==> src/include/hs_timer_pkg.sv <==
// Shared types, register map and constants of the timer and preset block
package hs_timer_pkg;

  // ----------------------------------------------------------------
  // AXI4-Lite carriers
  // ----------------------------------------------------------------
  typedef struct packed {
    logic [7:0] awaddr;
    logic awvalid;
    logic [31:0] wdata;
    logic [3:0] wstrb;
    logic wvalid;
    logic bready;
    logic [7:0] araddr;
    logic arvalid;
    logic rready;
  } axil_req_t;

  typedef struct packed {
    logic awready;
    logic wready;
    logic [1:0] bresp;
    logic bvalid;
    logic arready;
    logic [31:0] rdata;
    logic [1:0] rresp;
    logic rvalid;
  } axil_rsp_t;

  localparam logic [1:0] RESP_OKAY = 2'h0;
  localparam logic [1:0] RESP_SLVERR = 2'h2;

  // ----------------------------------------------------------------
  // Register map and fields
  // ----------------------------------------------------------------
  localparam logic [7:0] TMR_CTRL_OFS = 8'h00;
  localparam logic [7:0] TMR_STAT_OFS = 8'h04;
  localparam logic [7:0] TMR_VALUE_OFS = 8'h08;
  localparam logic [7:0] PRE_CTRL_OFS = 8'h0C;
  localparam logic [7:0] PRE_COUNT_OFS = 8'h10;
  localparam logic [7:0] PRE_STAT_OFS = 8'h14;
  localparam logic [7:0] CNT_VALUE_OFS = 8'h18;

  localparam logic [31:0] CTRL_RST = 32'h0000_0000;
  localparam logic [31:0] TMR_CTRL_MASK = 32'h0000_0073;
  localparam logic [31:0] PRE_CTRL_MASK = 32'h0000_0331;

  localparam int RUN_BIT = 0;
  localparam int TMODE_BIT = 1;
  localparam int THANDLE_LSB = 4;
  localparam int REQ_BIT = 0;
  localparam int ABORT_BIT = 1;
  localparam int TRIG_LSB = 4;
  localparam int PHANDLE_LSB = 8;

  localparam int ST_VALID = 0;
  localparam int ST_ACTIVE = 1;
  localparam int ST_FAULT = 2;
  localparam int ST_DONE = 0;
  localparam int ST_PACTIVE = 1;
  localparam int ST_ABORTED = 2;
  localparam int ST_PFAULT = 3;
  localparam int ST_CODE_LSB = 8;

  // ----------------------------------------------------------------
  // Codes, modes and states
  // ----------------------------------------------------------------
  typedef enum logic [7:0] {
    NO_FAULT_CODE = 8'h00,
    NULL_HANDLE = 8'h01,
    BAD_TRIGGER = 8'h02
  } fault_code_enum_t;

  typedef enum logic {MODE_UP_DOWN, MODE_UP_UP} timer_mode_t;

  localparam logic [1:0] TRIG_EXECUTE = 2'h0;
  localparam logic [1:0] TRIG_EXTERNAL = 2'h1;

  typedef enum logic [1:0] {P_IDLE, P_LOAD, P_WAIT_Z, P_ENDED} preset_state_t;

  // ----------------------------------------------------------------
  // Pins and timing
  // ----------------------------------------------------------------
  localparam int NUM_TIN = 7;
  localparam int NUM_PIN = NUM_TIN + 2;
  localparam int Z_IDX = NUM_TIN;
  localparam int CNT_IDX = NUM_TIN + 1;
  localparam int CLK_PERIOD_PS = 10000;
  localparam int LSB_PS = 10000;
  localparam int TICKS_PER_LSB = (LSB_PS + CLK_PERIOD_PS - 1) / CLK_PERIOD_PS;
  localparam logic [7:0] TICK_LAST = 8'(TICKS_PER_LSB - 1);

endpackage

==> src/rtl/hs_timer_preset_control.sv <==
// Interval timer control, preset sequencer and AXI4-Lite register file
`timescale 1ns/10ps

// Contract
// - interval is unsigned 32 bit, 0.01 us LSB
// - valid rises one cycle after active
// - valid and active drop on stop/fault
// - active set on run rising edge
// - invalid setup raises fault with code
// - fault cleared only on run falling edge
// - interval refreshed on updates while valid
// - fault halts measurement and stays latched
// - channel sampled at start; null faults
// - measure pulses on selected channel input
// - status resets deasserted, code no fault
// - trigger 0 loads preset right away
// - trigger 1 defers load to external
// - done once counter holds preset
// - aborted set when pending preset aborted
// - preset active while pending
// - external load on index rising edge
// - request low clears done/active/aborted
module hs_timer_preset_control (
  input wire logic sys_clk_i,
  input wire logic reset_i,
  input wire hs_timer_pkg::axil_req_t axil_req_i,
  output hs_timer_pkg::axil_rsp_t axil_rsp_o,
  input wire logic [hs_timer_pkg::NUM_TIN-1:0] timer_in_i,
  input wire logic index_z_i,
  input wire logic count_pulse_i,
  output logic [31:0] counter_value_o
);
  import hs_timer_pkg::*;

  function automatic logic [31:0] apply_strb(input logic [31:0] old,
      input logic [31:0] data, input logic [3:0] strb);
    logic [31:0] res;
    res = old;
    for (int i = 0; i < 4; i++) begin
      if (strb[i]) begin
        res[8*i +: 8] = data[8*i +: 8];
      end
    end
    return res;
  endfunction

  function automatic logic mapped(input logic [7:0] addr);
    return (addr[1:0] == 2'h0) && (addr <= CNT_VALUE_OFS);
  endfunction

  // ----------------------------------------------------------------
  // Pin synchronisers
  // ----------------------------------------------------------------
  logic [NUM_PIN-1:0] pin_meta;
  logic [NUM_PIN-1:0] pin_sync;
  logic [NUM_PIN-1:0] pin_last;

  always_ff @(posedge sys_clk_i or posedge reset_i) begin
    if (reset_i) begin
      pin_meta <= '0;
      pin_sync <= '0;
      pin_last <= '0;
    end else begin
      pin_meta <= {count_pulse_i, index_z_i, timer_in_i};
      pin_sync <= pin_meta;
      pin_last <= pin_sync;
    end
  end

  // ----------------------------------------------------------------
  // AXI4-Lite slave
  // ----------------------------------------------------------------
  logic aw_held, w_held, bvalid, rvalid, awready, wready, arready, wr_en;
  logic [7:0] wr_addr;
  logic [31:0] wr_data, rdata, next_rdata;
  logic [3:0] wr_strb;
  logic [1:0] bresp, rresp;

  assign awready = ~aw_held & ~bvalid;
  assign wready = ~w_held & ~bvalid;
  assign arready = ~rvalid;
  assign wr_en = aw_held & w_held & ~bvalid;
  assign axil_rsp_o = '{awready: awready, wready: wready, bresp: bresp,
                        bvalid: bvalid, arready: arready, rdata: rdata,
                        rresp: rresp, rvalid: rvalid};

  always_ff @(posedge sys_clk_i or posedge reset_i) begin
    if (reset_i) begin
      aw_held <= 1'b0;
      wr_addr <= 8'h00;
    end else if (axil_req_i.awvalid && awready) begin
      aw_held <= 1'b1;
      wr_addr <= axil_req_i.awaddr;
    end else if (wr_en) begin
      aw_held <= 1'b0;
    end
  end

  always_ff @(posedge sys_clk_i or posedge reset_i) begin
    if (reset_i) begin
      w_held <= 1'b0;
      wr_data <= 32'h0000_0000;
      wr_strb <= 4'h0;
    end else if (axil_req_i.wvalid && wready) begin
      w_held <= 1'b1;
      wr_data <= axil_req_i.wdata;
      wr_strb <= axil_req_i.wstrb;
    end else if (wr_en) begin
      w_held <= 1'b0;
    end
  end

  always_ff @(posedge sys_clk_i or posedge reset_i) begin
    if (reset_i) begin
      bvalid <= 1'b0;
      bresp <= RESP_OKAY;
    end else if (wr_en) begin
      bvalid <= 1'b1;
      bresp <= mapped(wr_addr) ? RESP_OKAY : RESP_SLVERR;
    end else if (axil_req_i.bready) begin
      bvalid <= 1'b0;
    end
  end

  always_ff @(posedge sys_clk_i or posedge reset_i) begin
    if (reset_i) begin
      rvalid <= 1'b0;
      rdata <= 32'h0000_0000;
      rresp <= RESP_OKAY;
    end else if (axil_req_i.arvalid && arready) begin
      rvalid <= 1'b1;
      rdata <= next_rdata;
      rresp <= mapped(axil_req_i.araddr) ? RESP_OKAY : RESP_SLVERR;
    end else if (axil_req_i.rready) begin
      rvalid <= 1'b0;
    end
  end

  // ----------------------------------------------------------------
  // Control registers
  // ----------------------------------------------------------------
  logic [31:0] tmr_ctrl, pre_ctrl, preset_count;
  logic run_request, preset_request, abort_cmd;

  always_ff @(posedge sys_clk_i or posedge reset_i) begin
    if (reset_i) begin
      tmr_ctrl <= CTRL_RST;
      pre_ctrl <= CTRL_RST;
      preset_count <= CTRL_RST;
    end else if (wr_en) begin
      if (wr_addr == TMR_CTRL_OFS) begin
        tmr_ctrl <= apply_strb(tmr_ctrl, wr_data, wr_strb) & TMR_CTRL_MASK;
      end
      if (wr_addr == PRE_CTRL_OFS) begin
        pre_ctrl <= apply_strb(pre_ctrl, wr_data, wr_strb) & PRE_CTRL_MASK;
      end
      if (wr_addr == PRE_COUNT_OFS) begin
        preset_count <= apply_strb(preset_count, wr_data, wr_strb);
      end
    end
  end

  assign run_request = tmr_ctrl[RUN_BIT];
  assign preset_request = pre_ctrl[REQ_BIT];
  assign abort_cmd = wr_en && (wr_addr == PRE_CTRL_OFS) && wr_strb[0] &&
                     wr_data[ABORT_BIT];

  // ----------------------------------------------------------------
  // Interval timer control
  // ----------------------------------------------------------------
  logic run_prev, run_rise, run_fall, t_active, t_valid, t_fault;
  fault_code_enum_t t_code;
  logic [2:0] t_handle;
  timer_mode_t t_mode;

  assign run_rise = run_request & ~run_prev;
  assign run_fall = ~run_request & run_prev;

  always_ff @(posedge sys_clk_i or posedge reset_i) begin
    if (reset_i) begin
      run_prev <= 1'b0;
      t_valid <= 1'b0;
    end else begin
      run_prev <= run_request;
      t_valid <= t_active & run_request & ~t_fault;
    end
  end

  always_ff @(posedge sys_clk_i or posedge reset_i) begin
    if (reset_i) begin
      t_active <= 1'b0;
      t_fault <= 1'b0;
      t_code <= NO_FAULT_CODE;
      t_handle <= 3'h0;
      t_mode <= MODE_UP_DOWN;
    end else begin
      if (run_fall) begin
        t_fault <= 1'b0;
        t_code <= NO_FAULT_CODE;
      end
      if (!run_request || t_fault) begin
        t_active <= 1'b0;
      end else if (run_rise && !t_active) begin
        if (tmr_ctrl[THANDLE_LSB +: 3] == 3'h0) begin
          t_fault <= 1'b1;
          t_code <= NULL_HANDLE;
        end else begin
          t_active <= 1'b1;
          t_handle <= tmr_ctrl[THANDLE_LSB +: 3];
          t_mode <= timer_mode_t'(tmr_ctrl[TMODE_BIT]);
        end
      end
    end
  end

  // ----------------------------------------------------------------
  // Interval measurement
  // ----------------------------------------------------------------
  logic sel_now, sel_last, sel_rise, sel_fall, end_edge, measuring, tick;
  logic [7:0] tick_cnt;
  logic [31:0] span, measured_interval;

  assign sel_now = pin_sync[t_handle - 3'h1];
  assign sel_last = pin_last[t_handle - 3'h1];
  assign sel_rise = sel_now & ~sel_last;
  assign sel_fall = ~sel_now & sel_last;
  assign end_edge = (t_mode == MODE_UP_DOWN) ? sel_fall : sel_rise;
  assign tick = (tick_cnt == TICK_LAST);

  always_ff @(posedge sys_clk_i or posedge reset_i) begin
    if (reset_i) begin
      measuring <= 1'b0;
      span <= 32'h0000_0000;
      tick_cnt <= 8'h00;
    end else if (!t_active) begin
      measuring <= 1'b0;
      span <= 32'h0000_0000;
      tick_cnt <= 8'h00;
    end else if (sel_rise) begin
      measuring <= 1'b1;
      span <= 32'h0000_0000;
      tick_cnt <= 8'h00;
    end else begin
      tick_cnt <= tick ? 8'h00 : tick_cnt + 8'h01;
      if (measuring && tick && span != 32'hFFFF_FFFF) begin
        span <= span + 32'h0000_0001;
      end
      if (sel_fall && t_mode == MODE_UP_DOWN) begin
        measuring <= 1'b0;
      end
    end
  end

  // Unsigned count of 10 ns ticks up to the closing edge
  always_ff @(posedge sys_clk_i or posedge reset_i) begin
    if (reset_i) begin
      measured_interval <= 32'h0000_0000;
    end else if (t_valid && measuring && end_edge) begin
      measured_interval <= span + {31'h0, tick};
    end
  end

  // ----------------------------------------------------------------
  // Preset sequencer and counter
  // ----------------------------------------------------------------
  preset_state_t p_state;
  logic pre_prev, pre_rise, pre_fall, z_rise, count_rise, load_now;
  logic p_active, p_done, p_aborted, p_fault;
  fault_code_enum_t p_code;
  logic [1:0] req_trig;
  logic [31:0] p_value, cnt;

  assign pre_rise = preset_request & ~pre_prev;
  assign pre_fall = ~preset_request & pre_prev;
  assign z_rise = pin_sync[Z_IDX] & ~pin_last[Z_IDX];
  assign count_rise = pin_sync[CNT_IDX] & ~pin_last[CNT_IDX];
  // A request dropped in the load cycle must not move the counter
  assign load_now = preset_request && ((p_state == P_LOAD) ||
                    (p_state == P_WAIT_Z && z_rise));
  assign p_active = (p_state == P_LOAD) || (p_state == P_WAIT_Z);
  assign req_trig = pre_ctrl[TRIG_LSB +: 2];

  always_ff @(posedge sys_clk_i or posedge reset_i) begin
    if (reset_i) begin
      pre_prev <= 1'b0;
      p_state <= P_IDLE;
      p_done <= 1'b0;
      p_aborted <= 1'b0;
      p_fault <= 1'b0;
      p_code <= NO_FAULT_CODE;
      p_value <= 32'h0000_0000;
    end else begin
      pre_prev <= preset_request;
      if (pre_fall) begin
        p_state <= P_IDLE;
        p_done <= 1'b0;
        p_aborted <= 1'b0;
        p_fault <= 1'b0;
        p_code <= NO_FAULT_CODE;
      end else if (pre_rise && !p_active) begin
        p_value <= preset_count;
        if (pre_ctrl[PHANDLE_LSB +: 2] == 2'h0) begin
          p_fault <= 1'b1;
          p_code <= NULL_HANDLE;
        end else if (req_trig > TRIG_EXTERNAL) begin
          p_fault <= 1'b1;
          p_code <= BAD_TRIGGER;
        end else if (req_trig == TRIG_EXECUTE) begin
          p_state <= P_LOAD;
        end else begin
          p_state <= P_WAIT_Z;
        end
      end else if (load_now) begin
        p_state <= P_ENDED;
        p_done <= 1'b1;
      end else if (p_state == P_WAIT_Z && abort_cmd) begin
        p_state <= P_ENDED;
        p_aborted <= 1'b1;
      end
    end
  end

  always_ff @(posedge sys_clk_i or posedge reset_i) begin
    if (reset_i) begin
      cnt <= 32'h0000_0000;
    end else if (load_now) begin
      cnt <= p_value;
    end else if (count_rise) begin
      cnt <= cnt + 32'h0000_0001;
    end
  end

  assign counter_value_o = cnt;

  // ----------------------------------------------------------------
  // Read mux
  // ----------------------------------------------------------------
  always_comb begin
    next_rdata = 32'h0000_0000;
    unique case (axil_req_i.araddr)
      TMR_CTRL_OFS: next_rdata = tmr_ctrl;
      TMR_STAT_OFS: begin
        next_rdata[ST_VALID] = t_valid;
        next_rdata[ST_ACTIVE] = t_active;
        next_rdata[ST_FAULT] = t_fault;
        next_rdata[ST_CODE_LSB +: 8] = t_code;
      end
      TMR_VALUE_OFS: next_rdata = measured_interval;
      PRE_CTRL_OFS: next_rdata = pre_ctrl;
      PRE_COUNT_OFS: next_rdata = preset_count;
      PRE_STAT_OFS: begin
        next_rdata[ST_DONE] = p_done;
        next_rdata[ST_PACTIVE] = p_active;
        next_rdata[ST_ABORTED] = p_aborted;
        next_rdata[ST_PFAULT] = p_fault;
        next_rdata[ST_CODE_LSB +: 8] = p_code;
      end
      CNT_VALUE_OFS: next_rdata = cnt;
      default: next_rdata = 32'h0000_0000;
    endcase
  end
endmodule

==> config.mk <==
export PLATFORM = sky130hd
export DESIGN_NAME = hs_timer_preset_control
export DESIGN_NICKNAME = d
export VERILOG_FILES = /design/src/include/hs_timer_pkg.sv /design/src/rtl/hs_timer_preset_control.sv
export SDC_FILE = /design/constraint.sdc
export NUM_CORES = 1
export LEC_CHECK = 0
export BUFFER_PORTS_ARGS = -buffer_cell sky130_fd_sc_hd__buf_4
export CAP_MARGIN = 10
export CORE_ASPECT_RATIO = 1.5
export CORE_MARGIN = 2
export CORE_UTILIZATION = 25
export CTS_BUF_LIST = sky130_fd_sc_hd__clkbuf_16
export DETAILED_ROUTE_END_ITERATION = 8
export PLACE_DENSITY = 0.45
export SLEW_MARGIN = 20
export SYNTH_ARGS = -nofsm -noshare
export SYNTH_HDL_FRONTEND = slang
export SYNTH_SLANG_ARGS = --single-unit
==> constraint.sdc <==
create_clock -name sys_clk_i -period 15.8 [get_ports sys_clk_i]
set_clock_uncertainty 0.05 [all_clocks]
set_input_delay 1.58 -clock sys_clk_i [delete_from_list [all_inputs] [get_ports sys_clk_i]]
set_output_delay 1.58 -clock sys_clk_i [all_outputs]
set_load 0.01 [all_outputs]
## Word level (Yosys, flattened, before mapping)

Index checks and enable logic that the tools add are counted.

| cells by class | value |
|---|---|
| add/sub/neg operators | 5 |
| $lt $le $gt $ge | 4 |
| equality and inequality tests | 18 |
| muxes and demuxes | 63 |
| bitwise gates (word level) | 31 |
| reduce and logical (&&, ||, !) cells | 57 |

Operator list:

| operator | count |
|---|---|
| $mux 32 | 5 |
| $mux 8 | 11 |
| $add 32x1->32 const B | 2 |
| $pmux 16 s3 | 1 |
| $pmux 8 s6 | 1 |
| $add 32x1->32 | 1 |
| $eq 8x5->1 const B | 4 |
| $ne 32x32->1 const B | 1 |
| $mux 1 | 31 |
| $reduce_and 3->1 | 10 |
| $eq 8x4->1 const B | 3 |
| $logic_not 8->1 | 3 |
| $pmux 3 s7 | 1 |
| $pmux 4 s5 | 1 |
| $logic_and 1x1->1 | 18 |
| $mux 2 | 9 |
| $reduce_bool 2->1 | 9 |
| $not 1->1 | 17 |
| $le 8x5->1 const B | 2 |
| $and 1x1->1 | 14 |
| $add 8x1->8 const B | 1 |
| $eq 8x3->1 const B | 1 |
| $logic_not 2->1 | 4 |
| $reduce_and 2->1 | 4 |
| 15 further kinds | 24 |

| word-level totals | value |
|---|---|
| flip-flop bits (word level) | 320 |
| logic and storage cells | 217 |

## Longest topological paths before layout

| logic depth | value |
|---|---|
| depth after elaboration | 10 |
| gate-level depth with buffers | 10 |
| gate-level depth less buffers | 9 |

## Least setup slack after synthesis

OpenSTA, ideal clock, no wires.

| timing path | value |
|---|---|
| path kind | input to register |
| from | input axil_req_i[7] in the netlist's numbering |
| to | register rdata[0] |
| setup time | 0.064 ns |
| arrival | 3.180 ns |
| required time | 15.686 ns |
| path slack | 12.506 ns |
| stages on the path | 6 |
| buffers on the path | 1 |
| cells stage by stage | or4b_2 > nor2_1 > clkbuf_1 > a22oi_1 > a31oi_1 > a21o_1 |

| on the way | value |
|---|---|
| word-level cells in the longest chain between the ends | 2 |

RTL lines:

| element | RTL line | text |
|---|---|---|
| start: declaration | hs_timer_preset_control.sv:26 | `input wire hs_timer_pkg::axil_req_t axil_req_i,` |
| $eq 8x5->1 (tied with other cells) | hs_timer_preset_control.sv:340 | `unique case (axil_req_i.araddr)` |
| $pmux 3 s7 * | hs_timer_preset_control.sv:340 |  |
| end signal: assignment | hs_timer_preset_control.sv:132 | `rdata <= next_rdata;` |
| end: declaration | hs_timer_preset_control.sv:75 | `logic [31:0] wr_data, rdata, next_rdata;` |

Mark *: on every way between the ends. The rest lies on a longest branch, timed or not.
A chain may end at the register's enable or synchronous reset.

==> impl_metrics.json <==
{
  "antenna_found_initial": 0,
  "dp.final_hpwl_mm": 30.50,
  "numPortBuffers": 138,
  "drc": 0,
  "rsz0062_at_grt": "no",
  "place_congestion": 0.8485,
  "intPower_mw": 1.451,
  "cp.arrival_ns": 4.13,
  "die_h_um": 295.9,
  "syn_avg_cell_area_um2": 11.06,
  "synth_enable_flop_cells": 0,
  "synth_cells": 1284,
  "hold_buffers": 0,
  "groute.usage.overall_pct": 14.20,
  "cts_buffers": 31,
  "post-place-cells": 2126,
  "irDropWorstVdd_mv": 0.07119,
  "finalSetupViolCount": 0,
  "tritoncts": "built",
  "fin_nets": 1476,
  "grt_first_pass_wirelength_mm": 64.72,
  "via_per_inst": 4.703,
  "clk_path_buf_depth": 3,
  "fill_cells": 5895,
  "cp_data_required_time_ns": 16.32,
  "final_core_util_pct": 30.14,
  "place_area_mm2": 0.01597,
  "outcome": "complete, no violations",
  "ys_ff_latch": 312,
  "drt-wirelength-per-cell_um": 19.11,
  "core_mm2": 0.05650,
  "firstDrtPassIters": 8,
  "slew-limit-headroom_pct": 27.60,
  "grt_pass1_vias": 10483,
  "row_count": 107,
  "switching_share_pct": 27.39,
  "ys_warn_count": 0,
  "p_sw_mw": 0.5475,
  "routed_wl_mm": 41.76,
  "num_io_pins": 141,
  "maxSlewViolCount": 0,
  "path_clk_slew_ns": 0.06,
  "synthArstFlopShare_pct": 100.0,
  "r2r_slack_ns": 12.46,
  "final_design_area_no_fill_mm2": 0.01703,
  "grt_max_degree": 134,
  "seqPwrFrac_pct": 50.3,
  "post-route-min-period_ns": 3.604,
  "finalHoldViolCount": 0,
  "synth-seq-area-share_pct": 54.99,
  "post-cts-setup-buffers": 0,
  "drv_cap": 0,
  "comb_power_share_pct": 12.5,
  "layout-drive-gt1-share_pct": 24.31,
  "p_leak_nw": 7.542,
  "timing.setup.tns_ns": 0,
  "cts_sinks": 312,
  "period_share_pct": 22.81,
  "syn_area_mm2": 0.01420,
  "hold_path.class": "reg -> reg",
  "mostFrequentLayoutCell": "dfrtp_1",
  "cp-start-kind": "primary input",
  "crit_path_end_kind": "async pin",
  "initial_utilization_pct": 25.13,
  "mostFrequentLayoutCells": "dfrtp_1, nand2_1, buf_4",
  "root_buffer": "clkbuf_16",
  "cts_resized": 0,
  "worstSetupPathType": "in -> async",
  "num_antenna_cells": 0,
  "grt_overflow": 0,
  "final_antenna_net_count": 0,
  "ys_types": 67,
  "die_area_mm2": 0.05876,
  "fin_cells": 2186,
  "fmax_mhz": 277.5,
  "pwr-share-clk_pct": 37.2,
  "synth_ff_type": "dfrtp_1",
  "cts_htree_levels": 1,
  "p_per_area_mw_per_mm2": 117.4,
  "die_w_um": 198.6,
  "area_delta_synth_final_pct": 19.94,
  "tightest_slew_ns": 1.081,
  "hold_ws_ns": 0.2990,
  "vias": 10281,
  "crit_fanout": 73,
  "drt_iter0_drc": 549,
  "worst_skew_pair.late_latency_ns": 0.57
}
## worst paths after layout
kind / startpoint / endpoint / cells past startpoint
worst min register to register: pin_meta[5]$_DFF_PP0_ / pin_sync[5]$_DFF_PP0_ / 0
worst max register to register: tick_cnt[5]$_DFF_PP0_ / measured_interval[29]$_DFFE_PP0P_ / 8
worst min-delay path: pin_meta[5]$_DFF_PP0_ / pin_sync[5]$_DFF_PP0_ / 0
max in group sys_clk_i: axil_req_i[1] / rdata[14]$_DFFE_PP0P_ / 6
min in group asynchronous: reset_i / wr_data[25]$_DFFE_PP0P_ / 2
worst max-delay path: reset_i / measured_interval[9]$_DFFE_PP0P_ / 5
## layout make-up
| class | instances | area [um^2] | area share [%] |
|---|---|---|---|
| Multi-Input combinational cell | 883 | 6020 | 35.35 |
| Timing Repair Buffer | 149 | 1166 | 6.847 |
| Clock inverter | 26 | 216.5 | 1.271 |
| Inverter | 22 | 90.09 | 0.5290 |
| Sequential cell | 312 | 7807 | 45.85 |
| Clock buffer | 31 | 775.7 | 4.555 |
| Tap cell | 763 | 954.7 | 5.606 |
## metal layers
metal / track usage [%] / share of wire (%) / vias up
met5: 0 / 0 / -
met3: 1.581 / 3.9 / 53
met4: 4.168 / 2.6 / 0
li1: - / - / 4843
met2: 25.46 / 51 / 205
met1: 17.89 / 43 / 5180
## power groups by stage
stage | Sequential [mW] | Clock (mW) | Combinational, mW
floorplan | 0.972 | 0 | 0.176
global placement | 1.02 | 0 | 0.252
detailed placement | 1.02 | 0 | 0.257
CTS | 1.01 | 0.769 | 0.258
global route | 1.02 | 0.800 | 0.279
finish | 1.00 | 0.743 | 0.251
## cell families after synthesis
family | Yosys count | share of synthesized area (%)
AO/OA/AOI/OAI | 207 | 9.914
XOR/XNOR | 62 | 3.824
adder cells (fa/ha/maj) | 9 | 0.7931
buffers and inverters | 90 | 2.882
flip-flops | 312 | 54.99
multiplexers | 136 | 11.22
other | 1 | 0.02641
AND/OR/NAND/NOR | 467 | 16.36
## cells in the mapped netlist, types with 3 or more instances
library cell    n  area [um^2]
a21o_1          8        60.06
a21oi_1        37        185.2
a222oi_1       21        210.2
a22o_1          8        70.07
a22oi_1        24        180.2
a31oi_1         3        18.77
and2_1         10        62.56
and3_1         20        125.1
and4_1         10        87.58
buf_2           9        45.04
buf_4          11        82.58
clkbuf_1       44        165.2
dfrtp_1       312         7807
ha_1            9        112.6
inv_1          22        82.58
mux2_2        124         1396
mux2i_1         5        50.05
mux4_2          6        135.1
nand2_1       208        780.8
nand2b_1        8        50.05
nand3_1        47        235.2
nand4_1        18        112.6
nor2_1         44        165.2
nor2b_1        11        68.82
nor3_1         17        85.08
nor4_1         13        81.33
o211ai_1        8        60.06
o21ai_0        58        290.3
o21ai_1         7        35.03
o31ai_1        13        97.59
or3_1          23        143.9
or4_1          19        142.6
xnor2_1        33        289.0
xor2_1         29        254.0
## worst max-delay path, cell delays in order
cell and delay [ns]:
buf_4 0.13, inv_8 0.32, buf_16 0.37, buf_4 0.70, buf_4 0.83
## through the flow
stage | total power, mW | setup slack, ns
detailed placement | 1.279 | 11.32
global route | 2.098 | 11.73
floorplan | 1.147 | 5.541
finish | 1.999 | 12.20
CTS | 2.035 | 11.93
global placement | 1.274 | 11.35
## sequential cells by signal, summed over array words and instances (netlist names), 32 cells and up
| name | count |
|---|---|
| preset_count | 32 |
| counter_value_o | 32 |
| measured_interval | 32 |
| rdata | 32 |
| span | 32 |
| p_value | 32 |
| wr_data | 32 |
Note: power is estimated with default switching activity, not from simulation.
